`src/pkg/mams_pkg.sv`:
```
// Constants for the alarm mask and status-flag block.
// Assumes a 16-bit register port with byte-wide addresses.
package mams_pkg;

    // ************************************************************
    // Register map
    // ************************************************************
    localparam logic [7:0]  CTRL_ADDR   = 8'h4E;
    localparam logic [7:0]  STATUS_ADDR = 8'h4F;
    localparam logic [15:0] CTRL_RESET  = 16'h0000;
    localparam logic [15:0] STAT_RESET  = 16'h0000;
    localparam logic [15:0] CTRL_WMASK  = 16'h7FFC;
    localparam logic [15:0] STAT_USED   = 16'h7FFC;
    localparam logic [15:0] PIN_MASKED  = 16'h7FF8;

    // ************************************************************
    // Field positions, shared by control and status except at bit 2
    // ************************************************************
    localparam int IN_ZERO_BIT    = 14;
    localparam int LOC_UNDER_BIT  = 10;
    localparam int LOC_OVER_BIT   = 9;
    localparam int R1_UNDER_BIT   = 8;
    localparam int R1_OVER_BIT    = 7;
    localparam int R2_UNDER_BIT   = 6;
    localparam int R2_OVER_BIT    = 5;
    localparam int R1_FAULT_BIT   = 4;
    localparam int R2_FAULT_BIT   = 3;
    localparam int HOLD_DIS_BIT   = 2;
    localparam int OVERHEAT_BIT   = 2;

    // ************************************************************
    // Die overheat trip, and input-sample persistence
    // ************************************************************
    localparam logic signed [9:0] HOT_TRIP_C = 10'sd150;
    localparam logic signed [9:0] HOT_HYST_C = 10'sd8;
    localparam logic signed [9:0] HOT_FREE_C = HOT_TRIP_C - HOT_HYST_C;
    localparam logic [2:0]  PERSIST_RESET    = 3'h3;
    localparam int          PERSIST_W        = 9;

endpackage

```
`src/hdl/mams_alarm_status.sv`:
```
// Alarm masking, status flags and active-low alarm output.
// Assumes range decisions and sample strobes arrive synchronous to clk_i
// from the converter and sensor logic; register port is single-cycle.
`timescale 1ns/1ps
`default_nettype none

// Summary of operation
// - Control bit 7 lets remote one over-range pull the alarm low.
// - Control bit 6 lets remote two under-range pull the alarm low.
// - Control bit 5 lets remote two over-range pull the alarm low.
// - Control bit 4 lets remote one fault pull the alarm low.
// - Control bit 3 lets remote two fault pull the alarm low.
// - Hold mode: flag stays until condition gone and status read.
// - Hold disabled: flags follow the live condition.
// - Status bit 14 flags input zero out of range.
// - Status bit 13 flags input one out of range.
// - Status bit 12 flags input two out of range.
// - Status bit 11 flags input three out of range.
// - Status bit 10 flags local under-range, only when enabled.
// - Status bit 9 flags local over-range, only when enabled.
// - Status bit 8 flags remote one under-range, only when enabled.
// - Status is read-only at 0x4F, resets zero, reserved bits zero.
// - Bits 7, 6, 5 flag remote one over, remote two under/over.
// - Bits 4 and 3 flag open or short on remote one and two.
// - Bit 2 flags die at or above 150 C, 8 C hysteresis.
// - Input alarms need a programmed count of consecutive bad samples.
module mams_alarm_status #(
    parameter int NUM_IN = 4
) (
    input  wire logic              clk_i,
    input  wire logic              reset_i,
    input  wire logic [7:0]        reg_addr_i,
    input  wire logic              reg_wr_i,
    input  wire logic              reg_rd_i,
    input  wire logic [15:0]       reg_wdata_i,
    output logic      [15:0]       reg_rdata_o,
    output logic                   reg_rvalid_o,
    input  wire logic [NUM_IN-1:0] ch_sample_i,
    input  wire logic [NUM_IN-1:0] ch_out_range_i,
    input  wire logic [2:0]        input_persist_count_i,
    input  wire logic              local_sensor_enable_i,
    input  wire logic              remote_one_sensor_enable_i,
    input  wire logic              remote_two_sensor_enable_i,
    input  wire logic              local_under_i,
    input  wire logic              local_over_i,
    input  wire logic              remote_one_under_i,
    input  wire logic              remote_one_over_i,
    input  wire logic              remote_one_fault_i,
    input  wire logic              remote_two_under_i,
    input  wire logic              remote_two_over_i,
    input  wire logic              remote_two_fault_i,
    input  wire logic signed [9:0] die_temp_i,
    input  wire logic              alarm_pin_enable_i,
    output logic                   alarm_n_o
);

    // ************************************************************
    // Register port decode
    // ************************************************************
    logic        wr_ctrl;
    logic        rd_stat;
    logic        rd_ctrl;
    logic        flag_hold_disable;
    logic [15:0] ctrl_q;
    logic [15:0] ctrl_d;
    logic [15:0] rdata_d;

    // Writes to status or unmapped addresses are dropped
    assign wr_ctrl = reg_wr_i && (reg_addr_i == mams_pkg::CTRL_ADDR);
    assign rd_stat = reg_rd_i && (reg_addr_i == mams_pkg::STATUS_ADDR);
    assign rd_ctrl = reg_rd_i && (reg_addr_i == mams_pkg::CTRL_ADDR);
    assign flag_hold_disable = ctrl_q[mams_pkg::HOLD_DIS_BIT];

    // ************************************************************
    // Consecutive-sample filter for the input channels
    // ************************************************************
    logic [mams_pkg::PERSIST_W-1:0] persist_thr;
    logic [NUM_IN-1:0]              ch_cond;

    // Code 0 means one sample, code n otherwise means 2^(n+1)
    always_comb begin
        if (input_persist_count_i == 3'h0) begin
            persist_thr = 9'h001;
        end else begin
            // Four-bit sum, so code 7 reaches 256 instead of wrapping
            persist_thr = 9'h001 << ({1'b0, input_persist_count_i} + 4'h1);
        end
    end

    genvar gi;
    generate
        for (gi = 0; gi < NUM_IN; gi++) begin : g_in
            logic [mams_pkg::PERSIST_W-1:0] run_q;
            logic [mams_pkg::PERSIST_W-1:0] run_d;

            // Saturating run length of bad samples; a good one restarts it
            always_comb begin
                run_d = run_q;
                if (ch_sample_i[gi]) begin
                    if (!ch_out_range_i[gi]) begin
                        run_d = '0;
                    end else if (run_q != 9'h1FF) begin
                        run_d = run_q + 9'h001;
                    end
                end
            end

            always_ff @(posedge clk_i) begin
                if (reset_i) begin
                    run_q <= '0;
                end else begin
                    run_q <= run_d;
                end
            end

            assign ch_cond[gi] = (run_q >= persist_thr);
        end
    endgenerate

    // ************************************************************
    // Die overheat detector with hysteresis
    // ************************************************************
    logic hot_q;
    logic hot_d;

    // Holds until the die drops below trip minus hysteresis or the local sensor is disabled
    always_comb begin
        hot_d = 1'b0;
        if (local_sensor_enable_i) begin
            hot_d = (die_temp_i >= mams_pkg::HOT_TRIP_C) ||
                    (hot_q && (die_temp_i >= mams_pkg::HOT_FREE_C));
        end
    end

    always_ff @(posedge clk_i) begin
        if (reset_i) begin
            hot_q <= 1'b0;
        end else begin
            hot_q <= hot_d;
        end
    end

    // ************************************************************
    // Live condition vector, in status bit order
    // ************************************************************
    logic [15:0] cond_w;

    // Sensor checks are masked off while the sensor is disabled
    always_comb begin
        cond_w = 16'h0000;
        cond_w[14] = ch_cond[0];
        cond_w[13] = ch_cond[1];
        cond_w[12] = ch_cond[2];
        cond_w[11] = ch_cond[3];
        cond_w[mams_pkg::LOC_UNDER_BIT] =
            local_sensor_enable_i && local_under_i;
        cond_w[mams_pkg::LOC_OVER_BIT] =
            local_sensor_enable_i && local_over_i;
        cond_w[mams_pkg::R1_UNDER_BIT] =
            remote_one_sensor_enable_i && remote_one_under_i;
        cond_w[mams_pkg::R1_OVER_BIT] =
            remote_one_sensor_enable_i && remote_one_over_i;
        cond_w[mams_pkg::R2_UNDER_BIT] =
            remote_two_sensor_enable_i && remote_two_under_i;
        cond_w[mams_pkg::R2_OVER_BIT] =
            remote_two_sensor_enable_i && remote_two_over_i;
        cond_w[mams_pkg::R1_FAULT_BIT] =
            remote_one_sensor_enable_i && remote_one_fault_i;
        cond_w[mams_pkg::R2_FAULT_BIT] =
            remote_two_sensor_enable_i && remote_two_fault_i;
        cond_w[mams_pkg::OVERHEAT_BIT] = hot_q;
    end

    // ************************************************************
    // Status flags and read tracking
    // ************************************************************
    logic [15:0] flag_q;
    logic [15:0] flag_d;
    logic [15:0] seen_q;
    logic [15:0] seen_d;
    logic        alarm_n_d;

    // In hold mode a bit only clears once read and gone; a new set beats the clear
    always_comb begin
        if (flag_hold_disable) begin
            flag_d = cond_w & mams_pkg::STAT_USED;
        end else begin
            flag_d = (cond_w | (flag_q & ~(seen_q & ~cond_w)))
                     & mams_pkg::STAT_USED;
        end
        // Seen marks drop with their flag, so a re-set needs a new read
        seen_d = (seen_q | (rd_stat ? flag_q : 16'h0000)) & flag_d;
    end

    // Control writes and registered read data
    always_comb begin
        ctrl_d = ctrl_q;
        if (wr_ctrl) begin
            ctrl_d = reg_wdata_i & mams_pkg::CTRL_WMASK;
        end
        rdata_d = 16'h0000;
        if (rd_stat) begin
            rdata_d = flag_q;
        end else if (rd_ctrl) begin
            rdata_d = ctrl_q;
        end
    end

    // Pin uses last cycle's flags so it stays glitch free off a flop
    always_comb begin
        alarm_n_d = !(alarm_pin_enable_i &&
                      (|(flag_q & ctrl_q & mams_pkg::PIN_MASKED)));
    end

    always_ff @(posedge clk_i) begin
        if (reset_i) begin
            flag_q       <= mams_pkg::STAT_RESET;
            seen_q       <= 16'h0000;
            ctrl_q       <= mams_pkg::CTRL_RESET;
            reg_rdata_o  <= 16'h0000;
            reg_rvalid_o <= 1'b0;
            alarm_n_o    <= 1'b1;
        end else begin
            flag_q       <= flag_d;
            seen_q       <= seen_d;
            ctrl_q       <= ctrl_d;
            reg_rdata_o  <= rdata_d;
            reg_rvalid_o <= reg_rd_i;
            alarm_n_o    <= alarm_n_d;
        end
    end

    // ************************************************************
    // Assertions
    // ************************************************************
    unlatch_follow_a: assert property (@(posedge clk_i) disable iff (reset_i)
        flag_hold_disable |=> (flag_q == $past(cond_w & 16'h7FFC)))
        else $error("live flags do not follow condition");

    latch_hold_a: assert property (@(posedge clk_i) disable iff (reset_i)
        !flag_hold_disable |=>
        (($past(flag_q) & ~$past(seen_q) & ~flag_q) == 16'h0000))
        else $error("held flag cleared without a read");

    latch_set_a: assert property (@(posedge clk_i) disable iff (reset_i)
        !flag_hold_disable |=>
        ((flag_q & $past(cond_w)) == $past(cond_w & 16'h7FFC)))
        else $error("present condition not flagged");

    read_data_a: assert property (@(posedge clk_i) disable iff (reset_i)
        rd_stat |=> (reg_rvalid_o && (reg_rdata_o == $past(flag_q))))
        else $error("status read returned wrong value");

    reserved_zero_a: assert property (@(posedge clk_i) disable iff (reset_i)
        (flag_q & 16'h8003) == 16'h0000)
        else $error("reserved status bit set");

    alarm_pin_a: assert property (@(posedge clk_i) disable iff (reset_i)
        (alarm_pin_enable_i && (|(flag_q & ctrl_q & 16'h7FF8)))
        |=> !alarm_n_o ##1 1'b1)
        else $error("alarm pin not driven low");

    alarm_mask_a: assert property (@(posedge clk_i) disable iff (reset_i)
        (!(|(flag_q & ctrl_q & 16'h7FF8))) |=> alarm_n_o)
        else $error("masked flag drove alarm pin");

    therm_off_a: assert property (@(posedge clk_i) disable iff (reset_i)
        !local_sensor_enable_i |=> !hot_q)
        else $error("overheat set with local sensor off");

    therm_hyst_a: assert property (@(posedge clk_i) disable iff (reset_i)
        (hot_q && local_sensor_enable_i && (die_temp_i >= 10'sd142))
        |=> hot_q)
        else $error("overheat dropped inside hysteresis");

    persist_reset_a: assert property (@(posedge clk_i) disable iff (reset_i)
        (ch_sample_i[0] && !ch_out_range_i[0]) |=> !cond_w[14])
        else $error("input alarm survived good sample");

    local_gate_a: assert property (@(posedge clk_i) disable iff (reset_i)
        !local_sensor_enable_i |-> (cond_w[10:9] == 2'b00))
        else $error("local check active while disabled");

    read_clear_a: assert property (
        @(posedge clk_i) disable iff (reset_i)
        !flag_hold_disable |=> ((flag_q & $past(seen_q & ~cond_w)) == 16'h0000))
        else $error("read flag kept after condition gone");

    persist_top_a: assert property (
        @(posedge clk_i) disable iff (reset_i)
        (input_persist_count_i == 3'h7) |-> (persist_thr == 9'h100))
        else $error("longest sample count not decoded");

    input_flag_c: cover property (@(posedge clk_i) disable iff (reset_i)
        !flag_q[14] ##1 flag_q[14]);

    held_alarm_c: cover property (@(posedge clk_i) disable iff (reset_i)
        !flag_hold_disable && flag_q[14] ##1 rd_stat ##[1:20] !flag_q[14]);

    pin_low_c: cover property (@(posedge clk_i) disable iff (reset_i)
        alarm_n_o ##1 !alarm_n_o);

    overheat_c: cover property (@(posedge clk_i) disable iff (reset_i)
        !hot_q ##1 hot_q);

endmodule

`default_nettype wire

```
`config.mk`:
```
export PLATFORM = sky130hd
export DESIGN_NAME = mams_alarm_status
export DESIGN_NICKNAME = d
export VERILOG_FILES = /design/src/pkg/mams_pkg.sv /design/src/hdl/mams_alarm_status.sv
export SDC_FILE = /design/constraint.sdc
export NUM_CORES = 1
export LEC_CHECK = 0
export ABC_CLOCK_PERIOD_IN_PS = 5000
export BUFFER_PORTS_ARGS = -buffer_cell sky130_fd_sc_hd__buf_2
export CELL_PAD_IN_SITES_DETAIL_PLACEMENT = 0
export CELL_PAD_IN_SITES_GLOBAL_PLACEMENT = 1
export CORE_MARGIN = 5
export CORE_UTILIZATION = 45
export DETAILED_ROUTE_END_ITERATION = 10
export PLACE_DENSITY = 0.88
export SYNTH_ARGS = -nofsm -noshare
export SYNTH_HDL_FRONTEND = slang
export SYNTH_SLANG_ARGS = --single-unit
```
`constraint.sdc`:
```
create_clock -name clk_i -period 5 [get_ports clk_i]
set_clock_uncertainty 0.2 [all_clocks]
set_input_delay 0.5 -clock clk_i [delete_from_list [all_inputs] [get_ports clk_i]]
set_output_delay 0.5 -clock clk_i [all_outputs]
set_load 0.05 [all_outputs]
```
==> flow_summary.ini <==
[sta]
setup_violations = 0
slew_headroom_pct = 27.1
tightest_slew_ps = 1090
finalHoldViolations = 0
timing.final.crit_share_pct = 45.3
layout_min_cycle_time_ps = 2260
fmax_ghz = 0.442
setup_slack_ps = 2740
slew_violations = 0
rsz0062_at_grt = no
tns_ps = 0

[clock_tree]
cts_num_sinks = 91
numCtsBuffers = 9
cts_hold_buf = 0
root_buffer = clkbuf_8
h-tree-depth = 3
cts-resized-gates = 0
cts.clk_slew.worst_paths_ps = 90
clock_latency_ps = 360
clockBufferDepth = 2
post-cts-setup-buffers = 0
cts_tree = yes

[global_routing]
grt_usage_pct = 16.6
grt_pass1_vias = 3460
grt_pass1_wl_mm = 15.7
gr-total-overflow = 0
grt_max_degree = 60
antenna_found_initial = 0

[layout]
fin_area_um2 = 5080
multi_input_area_um2 = 2490
nFillCells = 898
antenna_cells = 0
fin_util_pct = 52.4
nNetsFinal = 674
regArea_um2 = 1820
stdcell_count = 707
drive_gt1_share_pct = 16.2
area_growth_pct = 14.4

[synth]
synth-compound-area-share_pct = 14.8
synthCells = 496
synth_area_leaders = dfxtp_1 41%, ha_1 12%, nor2_1 7.7%, a22oi_1 4.9%, a21oi_1 3.6%
yosysTopAreaCell = dfxtp_1
syn-cell-area_um2 = 4440
yosysWarnings = 0
synth.area.mux_share_pct = 2.93
synth_ff_type = dfxtp_1
ys_ff_latch = 91
async_flop_share_pct = 0
synthDistinctLibCells = 46
synth_xor_area_share_pct = 4.74
synthAdderAreaFrac_pct = 12.4
synthSimpleGateAreaFrac_pct = 20.7
ys_seq_area_share_pct = 41.0
netlist_top_cells_count = 91 x dfxtp_1, 91 x nor2_1, 44 x ha_1
syn_avg_cell_area_um2 = 8.95
synth.top_cell.area_share_pct = 41.0
synth_top_family_by_area = simple AND/OR/NAND/NOR gates
synth_edf_count = 0

[setup_path]
crit_top_cell = a211oi_1
crit_slowest_cell = nor3_1
slowest_delay_ps = 620
r2r_cells = 9
crit_fanout = 8
path_cells = buf_2 -> nor3_1 -> ha_1 -> nand2b_1 -> a211oi_1 -> o31ai_1 -> nand3_1 -> a211oi_1
cp.required_ps = 5010
cp-endpoint = seen_q[14]$_SDFF_PP0_
critPathKind = in2reg
r2r_slack_ps = 2750
cp.arrival_ps = 2280
startpoint = input_persist_count_i[1]
cp_num_cells = 8
r2r_end = g_in[1].run_q[7]$_SDFFE_PP0P_
end_kind = flop
critPathBufInv = 1
reg2reg_from = g_in[1].run_q[0]$_SDFFE_PP0P_
critPathLaunchType = primary input
path_delay_family = simple AND/OR/NAND/NOR gates

[route]
drc_errors = 0
wl_per_cell_um = 13.5
antenna_left = 0
finalWirelength_mm = 9.52
firstDrtPassIters = 4
vias_per_cell = 5.19
drt_iter0_drc = 119
vias = 3668

[place]
port_buffers = 71
hpwlAfterDp_mm = 7.14
placed_cells = 691
placed_area_um2 = 4880
place.gp.congestion = 0.766
pre_cts_ws_ps = 2350

[floorplanning]
core_um2 = 9680
rows = 36
dieArea_um2 = 12000
top_level_ports = 79
start_util_pct = 45.8
die_h_um = 109
die_x_um = 109

[run]
max_cap_viol_count = 0

[outcome]
status = finished clean

[power]
power_leakage_nw = 2.15
p_per_area_nw_per_um2 = 269
peakVddDrop_mv = 0.125

[worst_hold_path]
hp-class = in2reg
layer usage:
metal	GRT usage (%)	routed length, µm	vias up
li1	-	-	1907
met1	19.8	4260	1677
met2	28.8	4470	75
met3	4.99	667	9
met4	4.63	119	0
met5	0	0	-
registers in the layout, summed over array words and instances, names as in the netlist:
| register | count |
|---|---|
| reg_rdata_o | 13 |
| hot_q | 1 |
| ctrl_q | 13 |
| flag_q | 13 |
| alarm_n_o | 1 |
| seen_q | 13 |
| g_in.run_q | 36 |
| reg_rvalid_o | 1 |
worst min-delay path by stage:
stage / from / endpoint / slack, ps / depth (start not counted)
floorplan: hot_q$_SDFF_PP0_ / flag_q[2]$_SDFF_PP0_ / 250 / 2
global placement: hot_q$_SDFF_PP0_ / flag_q[2]$_SDFF_PP0_ / 280 / 2
detailed placement: seen_q[10]$_SDFF_PP0_ / seen_q[10]$_SDFF_PP0_ / 290 / 2
CTS: die_temp_i[9] / hot_q$_SDFF_PP0_ / 70 / 2
global route: die_temp_i[9] / hot_q$_SDFF_PP0_ / 70 / 2
finish: die_temp_i[9] / hot_q$_SDFF_PP0_ / 90 / 2
cells in the final DEF, fill, tap and decap left out, types with 3 or more instances in the layout:
master     n
nor2_1    91
dfxtp_1   91
buf_2     71
ha_1      44
nand2_1   33
a21oi_1   32
a22oi_1   29
xor2_1    18
nand3_1   16
mux2i_1   13
nand4_1   12
nor3_1    11
o21ai_0   11
inv_1      9
clkbuf_8   9
and2_1     7
conb_1     7
xnor2_1    6
a21o_1     5
a221oi_1   5
and3_1     4
o21ai_1    4
or3_1      4
nand3b_1   3
nand2b_1   3
a22o_1     3
a211oi_1   3
where the power goes:
group          internal, W  switching (W)
clock             0.000236       0.000262
sequential        0.000737      0.0000146
combinational    0.0000485      0.0000663
per-stage QoR:
stage	hold WS (ps)	power [W]
CTS	68.9	0.00139
floorplan	249	0.000838
finish	86.5	0.00137
global route	66.8	0.00143
detailed placement	292	0.000884
global placement	277	0.000881
layout make-up:
class | instances | share of cell area [%]
sequential | 91 | 35.9
clock inverter | 6 | 1.43
multi-input combinational | 386 | 49.1
timing repair buffer | 72 | 7.14
clock buffer | 10 | 2.51
tap | 133 | 3.28
inverter | 9 | 0.665
cells by family (layout without fill, tap and decap cells):
family,Yosys count,in the layout
and+or+nand+nor,196,196
muxes,13,13
xor gates and xnor gates,24,24
AOI/OAI and AO/OA,102,102
DFF,91,91
other,2,7
buffers and inverters,24,97
adders and majority gates,44,44
Note: power is estimated with default switching activity, not from simulation.
